<file path="src/acr_pkg.sv">
// package for the channel configuration and calibration register bank
package acr_pkg;
  // register indices; byte address is four times the index
  localparam logic [7:0]  IDX_CONFIG      = 8'h22;
  localparam logic [7:0]  IDX_OFS_HIGH    = 8'h23;
  localparam logic [7:0]  IDX_OFS_LOW     = 8'h24;
  localparam logic [7:0]  IDX_GAIN_HIGH   = 8'h25;
  localparam logic [7:0]  IDX_GAIN_LOW    = 8'h26;
  localparam int          ADDR_W          = 10;
  // reset values
  localparam logic [15:0] RST_CONFIG      = 16'h0000;
  localparam logic [15:0] RST_OFS_HIGH    = 16'h0000;
  localparam logic [7:0]  RST_OFS_LOW     = 8'h00;
  localparam logic [15:0] RST_GAIN_HIGH   = 16'h8000;
  localparam logic [7:0]  RST_GAIN_LOW    = 8'h00;
  // field positions in the configuration word
  localparam int          PHASE_LSB       = 6;
  localparam int          PHASE_MSB       = 15;
  localparam int          BYPASS_BIT      = 2;
  localparam int          SEL_LSB         = 0;
  localparam int          SEL_MSB         = 1;
  localparam logic [15:0] CONFIG_WMASK    = 16'hFFC7;
  localparam logic [31:0] UNMAPPED_DATA   = 32'h0000_0000;
  localparam logic [1:0]  RESP_OK         = 2'h0;
  localparam logic [1:0]  RESP_SLVERR     = 2'h2;

  typedef enum logic [1:0] {
    ACR_IN_NORMAL,
    ACR_IN_SHORTED,
    ACR_IN_TEST_POS,
    ACR_IN_TEST_NEG
  } acr_input_e;

  // channel settings handed to the datapath
  typedef struct packed {
    logic [9:0]  phase_delay;
    logic        dc_block_bypass;
    acr_input_e  input_select;
    logic [23:0] offset_cal;
    logic [23:0] gain_cal;
  } acr_chan_s;
endpackage : acr_pkg

</file>
<file path="src/acr_regs.sv">
// channel configuration and calibration register bank on an Avalon-MM slave
//
// The implementer's own choice: the Avalon-MM interface to the registers.
`timescale 1ns/100ps
`default_nettype none
module acr_regs
  import acr_pkg::*;
(
  input  wire logic              core_clk_i,      // 40 MHz clock
  input  wire logic              rst_i,           // async reset, active high
  input  wire logic              clk_en_i,        // freezes all state when low
  input  wire logic [ADDR_W-1:0] avs_address_i,   // byte address
  input  wire logic              avs_read_i,      // read request
  input  wire logic              avs_write_i,     // write request
  input  wire logic [3:0]        avs_byteenable_i, // byte lanes
  input  wire logic [31:0]       avs_writedata_i, // write data
  output logic      [31:0]       avs_readdata_o,  // read data
  output logic                   avs_waitrequest_o, // stall
  output logic      [1:0]        avs_response_o,  // ok or slave error
  output acr_chan_s              chan_o           // applied channel settings
);

  // true when an address hits this bank's index
  function automatic logic hit(input logic [ADDR_W-1:0] a, input logic [7:0] idx);
    hit = (a[1:0] == 2'h0) && (a[ADDR_W-1:2] == idx);
  endfunction : hit

  logic [15:0] config_ff, nxt_config;
  logic [15:0] ofs_high_ff, nxt_ofs_high;
  logic [7:0]  ofs_low_ff, nxt_ofs_low;
  logic [15:0] gain_high_ff, nxt_gain_high;
  logic [7:0]  gain_low_ff, nxt_gain_low;
  logic [1:0]  ofs_seen_ff, nxt_ofs_seen;   // [1] high written, [0] low written
  logic [1:0]  gain_seen_ff, nxt_gain_seen;
  logic        ack_ff, nxt_ack;
  logic        wait_ff, nxt_wait;                // waitrequest straight from a flop
  logic [31:0] rdata_ff, nxt_rdata;
  logic [1:0]  resp_ff, nxt_resp;
  acr_chan_s   chan_ff, nxt_chan;
  logic [15:0] wd;
  logic [15:0] wm;
  logic        req;
  logic        mapped;

  assign wd  = avs_writedata_i[15:0];
  assign wm  = {{8{avs_byteenable_i[1]}}, {8{avs_byteenable_i[0]}}};
  assign req = (avs_read_i || avs_write_i) && !ack_ff;

  // register writes, read mux and one-wait-state answer
  always_comb begin
    nxt_config    = config_ff;
    nxt_ofs_high  = ofs_high_ff;
    nxt_ofs_low   = ofs_low_ff;
    nxt_gain_high = gain_high_ff;
    nxt_gain_low  = gain_low_ff;
    nxt_ofs_seen  = ofs_seen_ff;
    nxt_gain_seen = gain_seen_ff;
    nxt_chan      = chan_ff;
    nxt_ack       = req;
    nxt_rdata     = UNMAPPED_DATA;
    nxt_resp      = RESP_OK;
    nxt_wait      = !req;
    // a correction is applied only once both halves are fresh; a write in
    // the same cycle sets its flag again afterwards, so it is never lost
    if (ofs_seen_ff == 2'h3) begin
      nxt_chan.offset_cal = {ofs_high_ff, ofs_low_ff};
      nxt_ofs_seen        = 2'h0;
    end
    if (gain_seen_ff == 2'h3) begin
      nxt_chan.gain_cal = {gain_high_ff, gain_low_ff};
      nxt_gain_seen     = 2'h0;
    end
    mapped = hit(avs_address_i, IDX_CONFIG) || hit(avs_address_i, IDX_OFS_HIGH) ||
             hit(avs_address_i, IDX_OFS_LOW) || hit(avs_address_i, IDX_GAIN_HIGH) ||
             hit(avs_address_i, IDX_GAIN_LOW);
    if (req && !mapped) begin
      nxt_resp = RESP_SLVERR;
    end
    if (req && avs_write_i) begin
      if (hit(avs_address_i, IDX_CONFIG)) begin
        // bits 5:3 never stored
        nxt_config = (config_ff & ~(wm & CONFIG_WMASK)) | (wd & wm & CONFIG_WMASK);
      end
      if (hit(avs_address_i, IDX_OFS_HIGH)) begin
        nxt_ofs_high    = (ofs_high_ff & ~wm) | (wd & wm);
        nxt_ofs_seen[1] = 1'b1;
      end
      if (hit(avs_address_i, IDX_OFS_LOW) && avs_byteenable_i[1]) begin
        nxt_ofs_low     = wd[15:8];
        nxt_ofs_seen[0] = 1'b1;
      end
      if (hit(avs_address_i, IDX_GAIN_HIGH)) begin
        nxt_gain_high    = (gain_high_ff & ~wm) | (wd & wm);
        nxt_gain_seen[1] = 1'b1;
      end
      if (hit(avs_address_i, IDX_GAIN_LOW) && avs_byteenable_i[1]) begin
        nxt_gain_low     = wd[15:8];
        nxt_gain_seen[0] = 1'b1;
      end
    end
    if (req && avs_read_i) begin
      if (hit(avs_address_i, IDX_CONFIG)) begin
        nxt_rdata = {16'h0000, config_ff & CONFIG_WMASK};
      end
      if (hit(avs_address_i, IDX_OFS_HIGH)) begin
        nxt_rdata = {16'h0000, ofs_high_ff};
      end
      if (hit(avs_address_i, IDX_OFS_LOW)) begin
        nxt_rdata = {16'h0000, ofs_low_ff, 8'h00};
      end
      if (hit(avs_address_i, IDX_GAIN_HIGH)) begin
        nxt_rdata = {16'h0000, gain_high_ff};
      end
      if (hit(avs_address_i, IDX_GAIN_LOW)) begin
        nxt_rdata = {16'h0000, gain_low_ff, 8'h00};
      end
    end
    // configuration fields take effect one cycle after the write
    nxt_chan.phase_delay     = config_ff[PHASE_MSB:PHASE_LSB];
    nxt_chan.dc_block_bypass = config_ff[BYPASS_BIT];
    nxt_chan.input_select    = acr_input_e'(config_ff[SEL_MSB:SEL_LSB]);
  end

  // state registers
  always_ff @(posedge core_clk_i or posedge rst_i) begin
    if (rst_i) begin
      config_ff                <= RST_CONFIG;
      ofs_high_ff              <= RST_OFS_HIGH;
      ofs_low_ff               <= RST_OFS_LOW;
      gain_high_ff             <= RST_GAIN_HIGH;
      gain_low_ff              <= RST_GAIN_LOW;
      ofs_seen_ff              <= 2'h0;
      gain_seen_ff             <= 2'h0;
      ack_ff                   <= 1'b0;
      wait_ff                  <= 1'b1;
      rdata_ff                 <= UNMAPPED_DATA;
      resp_ff                  <= RESP_OK;
      chan_ff.phase_delay      <= RST_CONFIG[PHASE_MSB:PHASE_LSB];
      chan_ff.dc_block_bypass  <= RST_CONFIG[BYPASS_BIT];
      chan_ff.input_select     <= ACR_IN_NORMAL;
      chan_ff.offset_cal       <= {RST_OFS_HIGH, RST_OFS_LOW};
      chan_ff.gain_cal         <= {RST_GAIN_HIGH, RST_GAIN_LOW};
    end else if (clk_en_i) begin
      config_ff    <= nxt_config;
      ofs_high_ff  <= nxt_ofs_high;
      ofs_low_ff   <= nxt_ofs_low;
      gain_high_ff <= nxt_gain_high;
      gain_low_ff  <= nxt_gain_low;
      ofs_seen_ff  <= nxt_ofs_seen;
      gain_seen_ff <= nxt_gain_seen;
      ack_ff       <= nxt_ack;
      wait_ff      <= nxt_wait;
      rdata_ff     <= nxt_rdata;
      resp_ff      <= nxt_resp;
      chan_ff      <= nxt_chan;
    end
  end

  assign avs_readdata_o    = rdata_ff;
  assign avs_waitrequest_o = wait_ff;
  assign avs_response_o    = resp_ff;
  assign chan_o            = chan_ff;

  // a taken request is answered after one wait state
  wait_answer_a : assert property (@(posedge core_clk_i) disable iff (rst_i)
    clk_en_i && req |=> !avs_waitrequest_o)
    else $error("request not answered");
  // waitrequest is low for one cycle only
  wait_single_a : assert property (@(posedge core_clk_i) disable iff (rst_i)
    clk_en_i && !avs_waitrequest_o |=> avs_waitrequest_o)
    else $error("waitrequest low too long");
  // no request, no answer
  idle_wait_a : assert property (@(posedge core_clk_i) disable iff (rst_i)
    clk_en_i && !req && !ack_ff |=> avs_waitrequest_o)
    else $error("answer without request");
  // upper half of read data is always zero
  upper_zero_a : assert property (@(posedge core_clk_i) disable iff (rst_i)
    !avs_waitrequest_o |-> avs_readdata_o[31:16] == 16'h0000)
    else $error("read data upper half nonzero");
  // unmapped or misaligned access answers with an error
  slverr_a : assert property (@(posedge core_clk_i) disable iff (rst_i)
    clk_en_i && req && !mapped |=> avs_response_o == RESP_SLVERR)
    else $error("unmapped access not refused");
  // mapped access answers okay
  resp_ok_a : assert property (@(posedge core_clk_i) disable iff (rst_i)
    clk_en_i && req && mapped |=> avs_response_o == RESP_OK)
    else $error("mapped access refused");
  // unmapped write leaves the config, offset high and gain high words alone
  unmapped_write_a : assert property (@(posedge core_clk_i) disable iff (rst_i)
    clk_en_i && req && avs_write_i && !mapped |=>
    $stable(config_ff) && $stable(ofs_high_ff) && $stable(gain_high_ff))
    else $error("unmapped write changed a register");
  // clock enable low freezes the outputs
  frozen_a : assert property (@(posedge core_clk_i) disable iff (rst_i)
    !clk_en_i |=> $stable(chan_o) && $stable(avs_waitrequest_o) && $stable(avs_readdata_o))
    else $error("state moved while frozen");

  // reserved config bits read zero
  reserved_zero_a : assert property (@(posedge core_clk_i) disable iff (rst_i)
    ack_ff && avs_read_i && hit(avs_address_i, IDX_CONFIG) |->
    (avs_readdata_o[15:0] & ~CONFIG_WMASK) == 16'h0000)
    else $error("reserved config bits read nonzero");
  // reserved config bits are never stored
  reserved_store_a : assert property (@(posedge core_clk_i) disable iff (rst_i)
    (config_ff & ~CONFIG_WMASK) == 16'h0000)
    else $error("reserved config bits stored");
  // full config write lands, masked
  cfg_write_a : assert property (@(posedge core_clk_i) disable iff (rst_i)
    clk_en_i && req && avs_write_i && hit(avs_address_i, IDX_CONFIG) &&
    avs_byteenable_i[1:0] == 2'h3 |=> config_ff == ($past(avs_writedata_i[15:0]) & CONFIG_WMASK))
    else $error("config word not stored");
  // config read returns the stored word
  cfg_read_a : assert property (@(posedge core_clk_i) disable iff (rst_i)
    ack_ff && avs_read_i && hit(avs_address_i, IDX_CONFIG) |->
    avs_readdata_o[15:0] == (config_ff & CONFIG_WMASK))
    else $error("config read mismatch");
  // phase delay follows the config word
  phase_follow_a : assert property (@(posedge core_clk_i) disable iff (rst_i)
    clk_en_i |=> chan_o.phase_delay == $past(config_ff[PHASE_MSB:PHASE_LSB]))
    else $error("phase delay not applied");
  // bypass follows the config word
  bypass_follow_a : assert property (@(posedge core_clk_i) disable iff (rst_i)
    clk_en_i |=> chan_o.dc_block_bypass == $past(config_ff[BYPASS_BIT]))
    else $error("bypass not applied");
  // input selection follows the config word
  select_follow_a : assert property (@(posedge core_clk_i) disable iff (rst_i)
    clk_en_i |=> chan_o.input_select == $past(config_ff[SEL_MSB:SEL_LSB]))
    else $error("input select not applied");

  // offset high word write lands
  ofs_high_write_a : assert property (@(posedge core_clk_i) disable iff (rst_i)
    clk_en_i && req && avs_write_i && hit(avs_address_i, IDX_OFS_HIGH) &&
    avs_byteenable_i[1:0] == 2'h3 |=> ofs_high_ff == $past(avs_writedata_i[15:0]))
    else $error("offset high word not stored");
  // offset high read returns the stored word
  ofs_high_read_a : assert property (@(posedge core_clk_i) disable iff (rst_i)
    ack_ff && avs_read_i && hit(avs_address_i, IDX_OFS_HIGH) |->
    avs_readdata_o[15:0] == ofs_high_ff)
    else $error("offset high read mismatch");
  // offset low byte lands from lane 1
  ofs_low_write_a : assert property (@(posedge core_clk_i) disable iff (rst_i)
    clk_en_i && req && avs_write_i && hit(avs_address_i, IDX_OFS_LOW) &&
    avs_byteenable_i[1] |=> ofs_low_ff == $past(avs_writedata_i[15:8]))
    else $error("offset low byte not stored");
  // offset low write without lane 1 is ignored
  ofs_lane_skip_a : assert property (@(posedge core_clk_i) disable iff (rst_i)
    clk_en_i && req && avs_write_i && hit(avs_address_i, IDX_OFS_LOW) &&
    !avs_byteenable_i[1] |=> $stable(ofs_low_ff))
    else $error("offset low byte stored without lane");
  // offset low read returns the stored byte
  ofs_low_read_a : assert property (@(posedge core_clk_i) disable iff (rst_i)
    ack_ff && avs_read_i && hit(avs_address_i, IDX_OFS_LOW) |->
    avs_readdata_o[15:8] == ofs_low_ff)
    else $error("offset low read mismatch");
  // offset low word reads zero below the byte
  ofs_low_zero_a : assert property (@(posedge core_clk_i) disable iff (rst_i)
    ack_ff && avs_read_i && hit(avs_address_i, IDX_OFS_LOW) |-> avs_readdata_o[7:0] == 8'h00)
    else $error("offset low byte read nonzero");
  // offset correction applied once both halves are written
  ofs_apply_a : assert property (@(posedge core_clk_i) disable iff (rst_i)
    clk_en_i && ofs_seen_ff == 2'h3 |=>
    chan_o.offset_cal == {$past(ofs_high_ff), $past(ofs_low_ff)})
    else $error("offset correction not applied");
  // offset correction held until the pair is complete
  ofs_hold_a : assert property (@(posedge core_clk_i) disable iff (rst_i)
    ofs_seen_ff != 2'h3 |=> $stable(chan_o.offset_cal))
    else $error("offset correction changed early");

  // gain high word write lands
  gain_high_write_a : assert property (@(posedge core_clk_i) disable iff (rst_i)
    clk_en_i && req && avs_write_i && hit(avs_address_i, IDX_GAIN_HIGH) &&
    avs_byteenable_i[1:0] == 2'h3 |=> gain_high_ff == $past(avs_writedata_i[15:0]))
    else $error("gain high word not stored");
  // gain high read returns the stored word
  gain_high_read_a : assert property (@(posedge core_clk_i) disable iff (rst_i)
    ack_ff && avs_read_i && hit(avs_address_i, IDX_GAIN_HIGH) |->
    avs_readdata_o[15:0] == gain_high_ff)
    else $error("gain high read mismatch");
  // gain low byte lands from lane 1
  gain_low_write_a : assert property (@(posedge core_clk_i) disable iff (rst_i)
    clk_en_i && req && avs_write_i && hit(avs_address_i, IDX_GAIN_LOW) &&
    avs_byteenable_i[1] |=> gain_low_ff == $past(avs_writedata_i[15:8]))
    else $error("gain low byte not stored");
  // gain low write without lane 1 is ignored
  gain_lane_skip_a : assert property (@(posedge core_clk_i) disable iff (rst_i)
    clk_en_i && req && avs_write_i && hit(avs_address_i, IDX_GAIN_LOW) &&
    !avs_byteenable_i[1] |=> $stable(gain_low_ff))
    else $error("gain low byte stored without lane");
  // gain low read returns the stored byte
  gain_low_read_a : assert property (@(posedge core_clk_i) disable iff (rst_i)
    ack_ff && avs_read_i && hit(avs_address_i, IDX_GAIN_LOW) |->
    avs_readdata_o[15:8] == gain_low_ff)
    else $error("gain low read mismatch");
  // gain low word reads zero below the byte
  gain_low_zero_a : assert property (@(posedge core_clk_i) disable iff (rst_i)
    ack_ff && avs_read_i && hit(avs_address_i, IDX_GAIN_LOW) |-> avs_readdata_o[7:0] == 8'h00)
    else $error("gain low byte read nonzero");
  // gain correction applied once both halves are written
  gain_apply_a : assert property (@(posedge core_clk_i) disable iff (rst_i)
    clk_en_i && gain_seen_ff == 2'h3 |=>
    chan_o.gain_cal == {$past(gain_high_ff), $past(gain_low_ff)})
    else $error("gain correction not applied");
  // gain correction held until the pair is complete
  gain_hold_a : assert property (@(posedge core_clk_i) disable iff (rst_i)
    gain_seen_ff != 2'h3 |=> $stable(chan_o.gain_cal))
    else $error("gain correction changed early");
endmodule : acr_regs
`default_nettype wire

</file>
<file path="config.mk">
export PLATFORM = sky130hd
export DESIGN_NAME = acr_regs
export DESIGN_NICKNAME = d
export VERILOG_FILES = /design/src/acr_pkg.sv /design/src/acr_regs.sv
export SDC_FILE = /design/constraint.sdc
export NUM_CORES = 1
export LEC_CHECK = 0
export BUFFER_PORTS_ARGS = -buffer_cell sky130_fd_sc_hd__buf_4
export CORE_MARGIN = 5
export CORE_UTILIZATION = 35
export CTS_CLUSTER_DIAMETER = 80
export DETAILED_ROUTE_END_ITERATION = 8
export GPL_TIMING_DRIVEN = 0
export RECOVER_POWER = 100
export SYNTH_ARGS = -nofsm -noshare
export SYNTH_HDL_FRONTEND = slang
export SYNTH_SLANG_ARGS = --single-unit
</file>
<file path="constraint.sdc">
create_clock -name core_clk_i -period 11.5 [get_ports core_clk_i]
set_clock_uncertainty 0.05 [all_clocks]
set_input_delay 2.3 -clock core_clk_i [delete_from_list [all_inputs] [get_ports core_clk_i]]
set_output_delay 2.3 -clock core_clk_i [all_outputs]
set_load 0.01 [all_outputs]
</file>
==> results.txt, run 1 <==
----------------------------------------------------
[STA]
  Worst slew pin tran ... 3.527 ns
  Total count of max-transition violations in the final report ... 80
  Slew margin rel. ... -1.364
  Highest attainable clock frequency ... 207.6 MHz
  Setup repair after global routing missed its margin ... false
  Crit share post-route ... 0.4188
  Sum Neg Setup Slack ... 0 ns
  Fin crit period ... 4.816 ns
  Final setup violation count ... 0
  Total count of hold-check failures in the final report ... 0

[Clock network]
  Clock root buffer ... sky130_fd_sc_hd__clkbuf_16
  Clock tree from TritonCTS ... done
  Later-pin clock latency in the skew report ... 0.41 ns
  Number of buffers on the longest clock path ... 2
  Sinks on the clock net ... 145
  CTS Hold Bufs ... 0
  CTS Buf Count ... 17
  Total number of H-tree levels ... 4
  Post-CTS setup buffers ... 0
  Number of gates resized after cts ... 0
  Post-CTS clock slew at the launch and capture registers of the worst setup and hold paths ... 0.05 ns

[Global routing]
  Number of antenna violations at the first check in global routing ... 2
  Vias in the first global route ... 4534
  Pin count of the biggest net entering global routing ... 81
  Total overflow reported by the global router ... 0
  Wire length of the first global-routing pass ... 25.54 mm
  Overall routing resource usage ... 0.1651

[Worst setup path]
  Worst reg2reg startpoint ... ack_ff
  CP top delay family ... simple AND/OR/NAND/NOR gates
  Count of buffer and inverter cells on the critical path ... 2
  Critical Path End Type ... flip-flop
  Required time of the worst setup path ... 11.75 ns
  Register-to-register setup slack ... 8.90 ns
  Reg-to-reg critical path endpoint ... ofs_low_ff[4]
  Critical path class ... primary input to flip-flop
  Peak fanout along the critical path ... 10
  Register-to-Register Path Depth ... 5
  Largest stage delay, worst path ... 0.79 ns
  Cell-by-cell listing of the critical path ... clkbuf_4 -> or4b_1 -> nor3_1 -> and3_1 -> clkbuf_1 -> mux2_2
  Data arrival time of the critical path ... 5.06 ns
  Critical path startpoint category ... primary input
  Cell with the largest stage delay on the worst path ... sky130_fd_sc_hd__nor3_1

[Finish]
  Area used by multi-input combinational logic ... 2328 um^2
  Fraction of final layout cells sized beyond drive strength 1 ... 0.3376
  FF+latch area ... 3632 um^2
  Cell Count, Final, Fillers Out ... 845
  Area delta synth->final ... 21.69%
  Net count reported at finish ... 658
  Filler Cell Count ... 1678

[Logic synthesis]
  Asr flop ratio synth ... 1.000
  Primary FF master, synth ... sky130_fd_sc_hd__dfrtp_1
  Number of flops mapped to enable cells by yosys ... 0
  Synth Warn # ... 0
  Syn Std Cell Area ... 6252 um^2
  Average instance area after synthesis ... 13.47 um^2
  Post-synthesis register bit count ... 145
  Post-synthesis sequential area ratio ... 0.5809
  Distinct cell type count after synthesis ... 42
  Synthesized instance count ... 464

[Floorplanning]
  Standard-cell rows ... 48
  Overall die width ... 143.7 um
  # IOs ... 147
  Die outline area ... 20640 um^2
  Placeable Area ... 17420 um^2
  Overall die height ... 143.7 um
  Effective utilization at floorplan ... 0.3590

[Worst hold path]
  Worst Hold End ... chan_o[25]
  Hold depth ... 2
  Origin of the worst min-delay path ... chan_o[25]
  Worst min-delay path class ... flip-flop to flip-flop

[Detailed routing]
  Total length of routed wires ... 16.48 mm
  First DRT Iteration DRCs ... 175
  Post-detailed-route DRC marker count ... 0
  Vias per std cell ... 5.000
  Routed length per placed instance ... 19.50 um
  Routed Antenna Nets ... 0
  Number of vias after detailed routing ... 4225
  Detailed-routing iteration count for the pre-antenna-repair pass ... 4

[Run status]
  Run status ... finished, violations left
  Violations in the final reports ... max-capacitance violations, max-slew violations

[Placement]
  Detailed Place HPWL ... 12.03 mm
  I/O Buffers ... 107
  Cell count after placement ... 813
  Weighted congestion reported at the end of routability-driven placement ... 0.8156

[Power and ir drop]
  Worst VDD drop ... 0.09641 mV
  Post-route total power ... 0.001073 W
  Lkg Pwr ... 3.691 nW
  Power Density ... 141.1 nW/um^2

[Run]
  Number of maximum-capacitance violations ... 1

----------------------------------------------------
-- worst max-delay path by stage --
stage,from,to,slack (ns),cells after the start
2_1_floorplan,rst_i,asynchronous set/reset pin,5.26,1
3_3_place_gp,rst_i,chan_o[43],3.79,2
3_5_place_dp,avs_address_i[3],flip-flop,7.06,6
4_1_cts,avs_address_i[3],flip-flop,7.51,6
5_1_grt,rst_i,asynchronous set/reset pin,6.26,2
6_report,avs_address_i[1],ofs_low_ff[4],6.68,6
-- cell usage in the layout, fill, tap and decap left out, types with 2 or more instances in the layout --
cell type and count:
sky130_fd_sc_hd__a21o_1 2, sky130_fd_sc_hd__clkinv_2 4, sky130_fd_sc_hd__clkbuf_1 110, sky130_fd_sc_hd__nor3b_1 2
sky130_fd_sc_hd__a21oi_1 3, sky130_fd_sc_hd__and3_1 8, sky130_fd_sc_hd__nor2b_1 4, sky130_fd_sc_hd__clkbuf_4 2
sky130_fd_sc_hd__a22o_1 5, sky130_fd_sc_hd__o41ai_1 3, sky130_fd_sc_hd__a22oi_1 8, sky130_fd_sc_hd__conb_1 17
sky130_fd_sc_hd__o21ai_0 14, sky130_fd_sc_hd__or2_2 3, sky130_fd_sc_hd__clkbuf_16 17, sky130_fd_sc_hd__dfstp_2 2
sky130_fd_sc_hd__buf_4 43, sky130_fd_sc_hd__dfrtp_1 142, sky130_fd_sc_hd__clkbuf_8 2, sky130_fd_sc_hd__nand3_1 9
sky130_fd_sc_hd__buf_2 2, sky130_fd_sc_hd__o22ai_1 14, sky130_fd_sc_hd__o311ai_0 4, sky130_fd_sc_hd__nand3b_1 3
sky130_fd_sc_hd__nand2_1 12, sky130_fd_sc_hd__nand2b_1 8, sky130_fd_sc_hd__inv_1 16, sky130_fd_sc_hd__nor3_1 3
sky130_fd_sc_hd__mux2_2 127, sky130_fd_sc_hd__mux2i_1 4, sky130_fd_sc_hd__a221oi_1 2, sky130_fd_sc_hd__nor2_1 8
sky130_fd_sc_hd__o32ai_1 2
-- routing by layer --
layer  share of wire  global-route usage
met5         0.00079                   0
met4           0.019             0.05500
met3           0.075             0.05358
met2            0.46              0.2602
met1            0.45              0.2163
-- cells by family after synthesis --
logic type | after synthesis | synth area share
AO/OA/AOI/OAI | 59 | 0.06444
buffers and inverters | 61 | 0.05343
flip-flops | 145 | 0.5809
multiplexers | 131 | 0.2351
other | 1 | 0.0005998
AND/OR/NAND/NOR | 67 | 0.06544
-- worst register-to-register path: stages, from the launching register on --
cell,delay (ns)
sky130_fd_sc_hd__dfrtp_1,0.40
sky130_fd_sc_hd__nand3b_1,0.17
sky130_fd_sc_hd__nor3_1,0.69
sky130_fd_sc_hd__and3_1,0.27
sky130_fd_sc_hd__clkbuf_1,0.51
sky130_fd_sc_hd__mux2_2,0.41
-- Yosys cell counts (2+ instances only) --
library cell               count  area share
sky130_fd_sc_hd__dfrtp_1     142        0.57
sky130_fd_sc_hd__mux2_2      127        0.23
sky130_fd_sc_hd__inv_1        17       0.010
sky130_fd_sc_hd__nor2b_1       4      0.0040
sky130_fd_sc_hd__nand2b_1      8      0.0080
sky130_fd_sc_hd__nand3_1       9      0.0072
sky130_fd_sc_hd__mux2i_1       4      0.0064
sky130_fd_sc_hd__o32ai_1       2      0.0028
sky130_fd_sc_hd__a221oi_1      2      0.0028
sky130_fd_sc_hd__buf_2         4      0.0032
sky130_fd_sc_hd__buf_4        24       0.029
sky130_fd_sc_hd__o311ai_0      4      0.0056
sky130_fd_sc_hd__nor2_1        8      0.0048
sky130_fd_sc_hd__clkbuf_1     14      0.0084
sky130_fd_sc_hd__or2_2         3      0.0030
sky130_fd_sc_hd__a22o_1        5      0.0070
sky130_fd_sc_hd__a21oi_1       3      0.0024
sky130_fd_sc_hd__nor3b_1       2      0.0024
sky130_fd_sc_hd__o21ai_0      14       0.011
sky130_fd_sc_hd__nand3b_1      3      0.0036
sky130_fd_sc_hd__nor3_1        2      0.0016
sky130_fd_sc_hd__and3_1        8      0.0080
sky130_fd_sc_hd__nand2_1      11      0.0066
sky130_fd_sc_hd__o22ai_1      14       0.014
sky130_fd_sc_hd__a22oi_1       8      0.0096
sky130_fd_sc_hd__dfstp_2       3       0.013
sky130_fd_sc_hd__a21o_1        2      0.0024
sky130_fd_sc_hd__o41ai_1       3      0.0042
-- per-stage QoR --
| step | setup slack, ns | hold WS, ns | util | instance area, um^2 |
|---|---|---|---|---|
| floorplan | 5.260 | 0.4228 | - | 6312 |
| global placement | 3.792 | 0.4249 | 0.4247 | 7397 |
| detailed placement | 7.058 | 0.4278 | 0.4266 | 7430 |
| CTS | 7.506 | 0.4518 | 0.4572 | 7963 |
| global route | 6.262 | 0.4728 | 0.4369 | 7609 |
| finish | 6.684 | 0.4366 | 0.4369 | 7609 |
-- report_power, final --
part | switching, W | total (W) | internal (W)
Sequential | 0.00000232 | 0.000516 | 0.000513
Clock | 0.000198 | 0.000505 | 0.000306
Combinational | 0.0000334 | 0.0000529 | 0.0000195
Total | 0.000234 | 0.00107 | 0.000839
-- cell type report --
type	count	share of cell area
flip-flops and latches	145	0.4774
multi-input cells	274	0.3060
repair buffers	108	0.07022
clock buffers	25	0.06249
well taps	225	0.03700
plain buffers	44	0.03042
inverters	17	0.008551
clock inverters	6	0.007565
diodes	1	0.0003289
No activity file was read; power rests on OpenSTA's default activity.
==> run 2: changes to the inputs <==
- ABC_AREA: default -> 1
- clock period: 11.5 -> 4.3 ns (I/O delays scaled with it)
==> results.txt, run 2 <==
----------------------------------------------------
[Run status]
  Run status ... finished clean (was finished, violations left)

[Detailed routing]
  Routed wire length on met2 ... 7.599 mm (was 7.530 mm)
  Met1 wire length ... 8.428 mm (was 7.383 mm)
  Routed wl met3 ... 1.086 mm (was 1.233 mm)
  First DRT Iteration DRCs ... 396 (was 175)
  Detailed-routing iteration count for the pre-antenna-repair pass ... 5 (was 4)
  Uppermost routed layer ... met4 (was met5)
  Routed Antenna Nets ... 0 (unchanged)
  Vias per std cell ... 4.698 (was 5.000)
  Routed length per placed instance ... 16.01 um (was 19.50 um)
  Post-detailed-route DRC marker count ... 0 (unchanged)
  Number of vias after detailed routing ... 5135 (was 4225)
  Total length of routed wires ... 17.50 mm (was 16.48 mm)

[Global routing]
  Total overflow reported by the global router ... 0 (unchanged)
  Vias in the first global route ... 4965 (was 4534)
  Wire length of the first global-routing pass ... 27.30 mm (was 25.54 mm)
  Pin count of the biggest net entering global routing ... 42 (was 81)
  Number of antenna violations at the first check in global routing ... 0 (was 2)
  Overall routing resource usage ... 0.1738 (was 0.1651)

[STA]
  Worst slew pin tran ... 1.340 ns (was 3.527 ns)
  Slew margin rel. ... 0.1017 (was -1.364)
  Fin crit period ... 2.949 ns
  Sum Neg Setup Slack ... 0 ns (unchanged)
  Total count of max-transition violations in the final report ... 0 (was 80)
  Final setup violation count ... 0 (unchanged)
  Setup repair after global routing missed its margin ... false (unchanged)
  Highest attainable clock frequency ... 339.1 MHz
  Crit share post-route ... 0.6858
  Total count of hold-check failures in the final report ... 0 (unchanged)

[Floorplanning]
  Die outline area ... 20650 um^2 (was 20640 um^2)
  Overall die height ... 143.7 um (about the same)
  Effective utilization at floorplan ... 0.3593 (was 0.3590)
  Placeable Area ... 17420 um^2 (unchanged)
  Overall die width ... 143.7 um (about the same)
  Standard-cell rows ... 48 (unchanged)
  # IOs ... 147 (unchanged)

[Clock network]
  Post-CTS clock slew at the launch and capture registers of the worst setup and hold paths ... 0.06 ns (was 0.05 ns)
  Sinks on the clock net ... 145 (unchanged)
  Total number of H-tree levels ... 4 (unchanged)
  CTS Buf Count ... 17 (unchanged)
  Clock tree from TritonCTS ... done (unchanged)
  Clock root buffer ... sky130_fd_sc_hd__clkbuf_16 (unchanged)
  Post-CTS setup buffers ... 0 (unchanged)
  Number of buffers on the longest clock path ... 2 (unchanged)
  Later-pin clock latency in the skew report ... 0.42 ns (was 0.41 ns)
  Number of gates resized after cts ... 0 (unchanged)
  CTS Hold Bufs ... 0 (unchanged)

[Power and ir drop]
  Power Density ... 387.3 nW/um^2 (was 141.1 nW/um^2)
  Lkg Pwr ... 3.897 nW (was 3.691 nW)
  Worst VDD drop ... 0.2898 mV (was 0.09641 mV)

[Worst setup path]
  Count of buffer and inverter cells on the critical path ... 3 (was 2)
  Largest stage delay, worst path ... 0.63 ns (was 0.79 ns)
  CP top delay family ... simple AND/OR/NAND/NOR gates (unchanged)
  Critical Path End Type ... flip-flop (unchanged)
  Cell-by-cell listing of the critical path ... clkbuf_4 -> inv_1 -> nand2_1 -> nor2_1 -> nand2_1 -> nor2_1 -> nand4_1 -> clkbuf_1 -> nand2_1 -> o21ai_0 (was clkbuf_4 -> or4b_1 -> nor3_1 -> and3_1 -> clkbuf_1 -> mux2_2)
  Critical path startpoint category ... primary input (unchanged)
  Critical path class ... primary input to flip-flop (unchanged)
  Required time of the worst setup path ... 4.54 ns (was 11.75 ns)
  Critical path's most frequent cell ... sky130_fd_sc_hd__nand2_1
  Cell with the largest stage delay on the worst path ... sky130_fd_sc_hd__nor2_1 (was sky130_fd_sc_hd__nor3_1)
  Data arrival time of the critical path ... 3.19 ns (was 5.06 ns)
  Peak fanout along the critical path ... 10 (unchanged)

[Logic synthesis]
  Top cells by count, synth ... sky130_fd_sc_hd__nand2_1 (229), sky130_fd_sc_hd__dfrtp_1 (142), sky130_fd_sc_hd__o21ai_0 (97) (was sky130_fd_sc_hd__dfrtp_1 (142), sky130_fd_sc_hd__mux2_2 (127), sky130_fd_sc_hd__buf_4 (24))
  Synthesized instance count ... 707 (was 464)
  Primary FF master, synth ... sky130_fd_sc_hd__dfrtp_1 (unchanged)
  Synth Warn # ... 0 (unchanged)
  Dominant cell by count in the synthesized netlist ... sky130_fd_sc_hd__nand2_1 (was sky130_fd_sc_hd__dfrtp_1)
  Asr flop ratio synth ... 1.000 (unchanged)
  Number of flops mapped to enable cells by yosys ... 0 (unchanged)
  Distinct cell type count after synthesis ... 26 (was 42)
  Dominant cells by area after synthesis ... sky130_fd_sc_hd__dfrtp_1 (57%), sky130_fd_sc_hd__nand2_1 (14%), sky130_fd_sc_hd__o21ai_0 (7.8%) (was sky130_fd_sc_hd__dfrtp_1 (57%), sky130_fd_sc_hd__mux2_2 (23%), sky130_fd_sc_hd__buf_4 (2.9%))
  Post-synthesis sequential area ratio ... 0.5805 (was 0.5809)
  Average instance area after synthesis ... 8.850 um^2 (was 13.47 um^2)
  Syn Std Cell Area ... 6257 um^2 (was 6252 um^2)
  Post-synthesis register bit count ... 145 (unchanged)
  Fraction of post-synthesis cell area in the top cell type by area ... 0.5679 (was 0.5683)
  Library cell occupying the most area in the post-synthesis netlist ... sky130_fd_sc_hd__dfrtp_1 (unchanged)

[Finish]
  Most common cell after layout, fill and taps aside ... sky130_fd_sc_hd__nand2_1 (was sky130_fd_sc_hd__dfrtp_1)
  Antenna Cells ... 0 (was 1)
  Top library cells by usage in the layout, fill and taps aside ... sky130_fd_sc_hd__nand2_1 (232), sky130_fd_sc_hd__dfrtp_1 (142), sky130_fd_sc_hd__o21ai_0 (104) (was sky130_fd_sc_hd__dfrtp_1 (142), sky130_fd_sc_hd__mux2_2 (127), sky130_fd_sc_hd__clkbuf_1 (110))
  Net count reported at finish ... 907 (was 658)
  Fraction of final layout cells sized beyond drive strength 1 ... 0.1256 (was 0.3376)
  Area of all placed cells without fillers ... 7720 um^2 (was 7609 um^2)
  Filler Cell Count ... 1809 (was 1678)
  Area delta synth->final ... 23.38% (was 21.69%)

[Placement]
  Cell area after placement ... 7496 um^2 (was 7430 um^2)
  Weighted congestion reported at the end of routability-driven placement ... 0.8759 (was 0.8156)
  Detailed Place HPWL ... 13.37 mm (was 12.03 mm)
  I/O Buffers ... 111 (was 107)

[Worst hold path]
  Worst min-delay path class ... flip-flop to flip-flop (unchanged)

[Run]
  Number of maximum-capacitance violations ... 0 (was 1)

----------------------------------------------------
run 2: changes by cell type after synthesis, sizes merged, moves of 5 or more:
cell	delta
a21oi	+5
a22o	-5
a22oi	-8
and3	-8
buf	-5
inv	+66
mux2	-105
nand2	+221
nand2b	-8
nand3	+17
nand4	+7
nor2	+22
o21ai	+92
o22ai	-11
run 2: path summary, 6_finish.rpt:
path                       cells past startpoint              from  slack, ns             to
setup / recovery                              10  avs_address_i[6]       1.35      flip-flop
hold / removal                                 2        chan_o[59]       0.42     chan_o[59]
setup reg to reg                               9            ack_ff       2.21  ofs_low_ff[3]
hold reg to reg                                2        chan_o[59]       0.42     chan_o[59]
max in group asynchronous                      4             rst_i       2.47     chan_o[39]
min in group asynchronous                      2             rst_i       0.68      chan_o[4]
run 2: cells by family after synthesis:
group / count (synthesis) / synth area share
AND/OR/NAND/NOR: 300 / 0.1994
flip-flops: 145 / 0.5805
buffers and inverters: 122 / 0.08578
AO/OA/AOI/OAI: 117 / 0.09418
multiplexers: 22 / 0.03959
other: 1 / 0.0005993
run 2: tightest hold or removal path: stages, from the launching register on:
cell                      delay (ns)
sky130_fd_sc_hd__dfrtp_1        0.34
sky130_fd_sc_hd__nand2_1        0.06
sky130_fd_sc_hd__nand2_1        0.05
run 2: stage by stage:
step	utilization	total power (W)	setup WS, ns	std cells	hold slack, ns
after floorplan	-	0.001479	1.573	723	0.4030
after global placement	0.4269	0.001540	0.5886	1059	0.4073
after detailed placement	0.4304	0.001547	1.611	1062	0.4136
after CTS	0.4643	0.003015	2.048	1093	0.4279
after global routing	0.4432	0.003084	1.203	1093	0.4427
final	0.4432	0.002990	1.351	1093	0.4184
run 2: power breakdown:
part           internal [W]  leakage [nW]  switching (W)
registers           0.00137          1.96     0.00000356
logic             0.0000477          1.65      0.0000929
clock network      0.000909         0.284       0.000564
total               0.00233          3.90       0.000661
run 2: cell type report:
class,instances,area (um^2),share of cell area
multi-input cells,456,2100,0.2720
plain buffers,39,210.2,0.02723
flip-flops and latches,145,3632,0.4705
inverters,83,312.8,0.04052
repair buffers,114,593.1,0.07682
well taps,225,281.5,0.03647
clock inverters,9,106.4,0.01378
clock buffers,22,484.2,0.06272
run 2: routing by layer:
metal,vias up,global-route usage
li1,2508,-
met1,2435,0.2536
met2,168,0.2491
met3,24,0.04293
met4,0,0.06739
met5,-,0
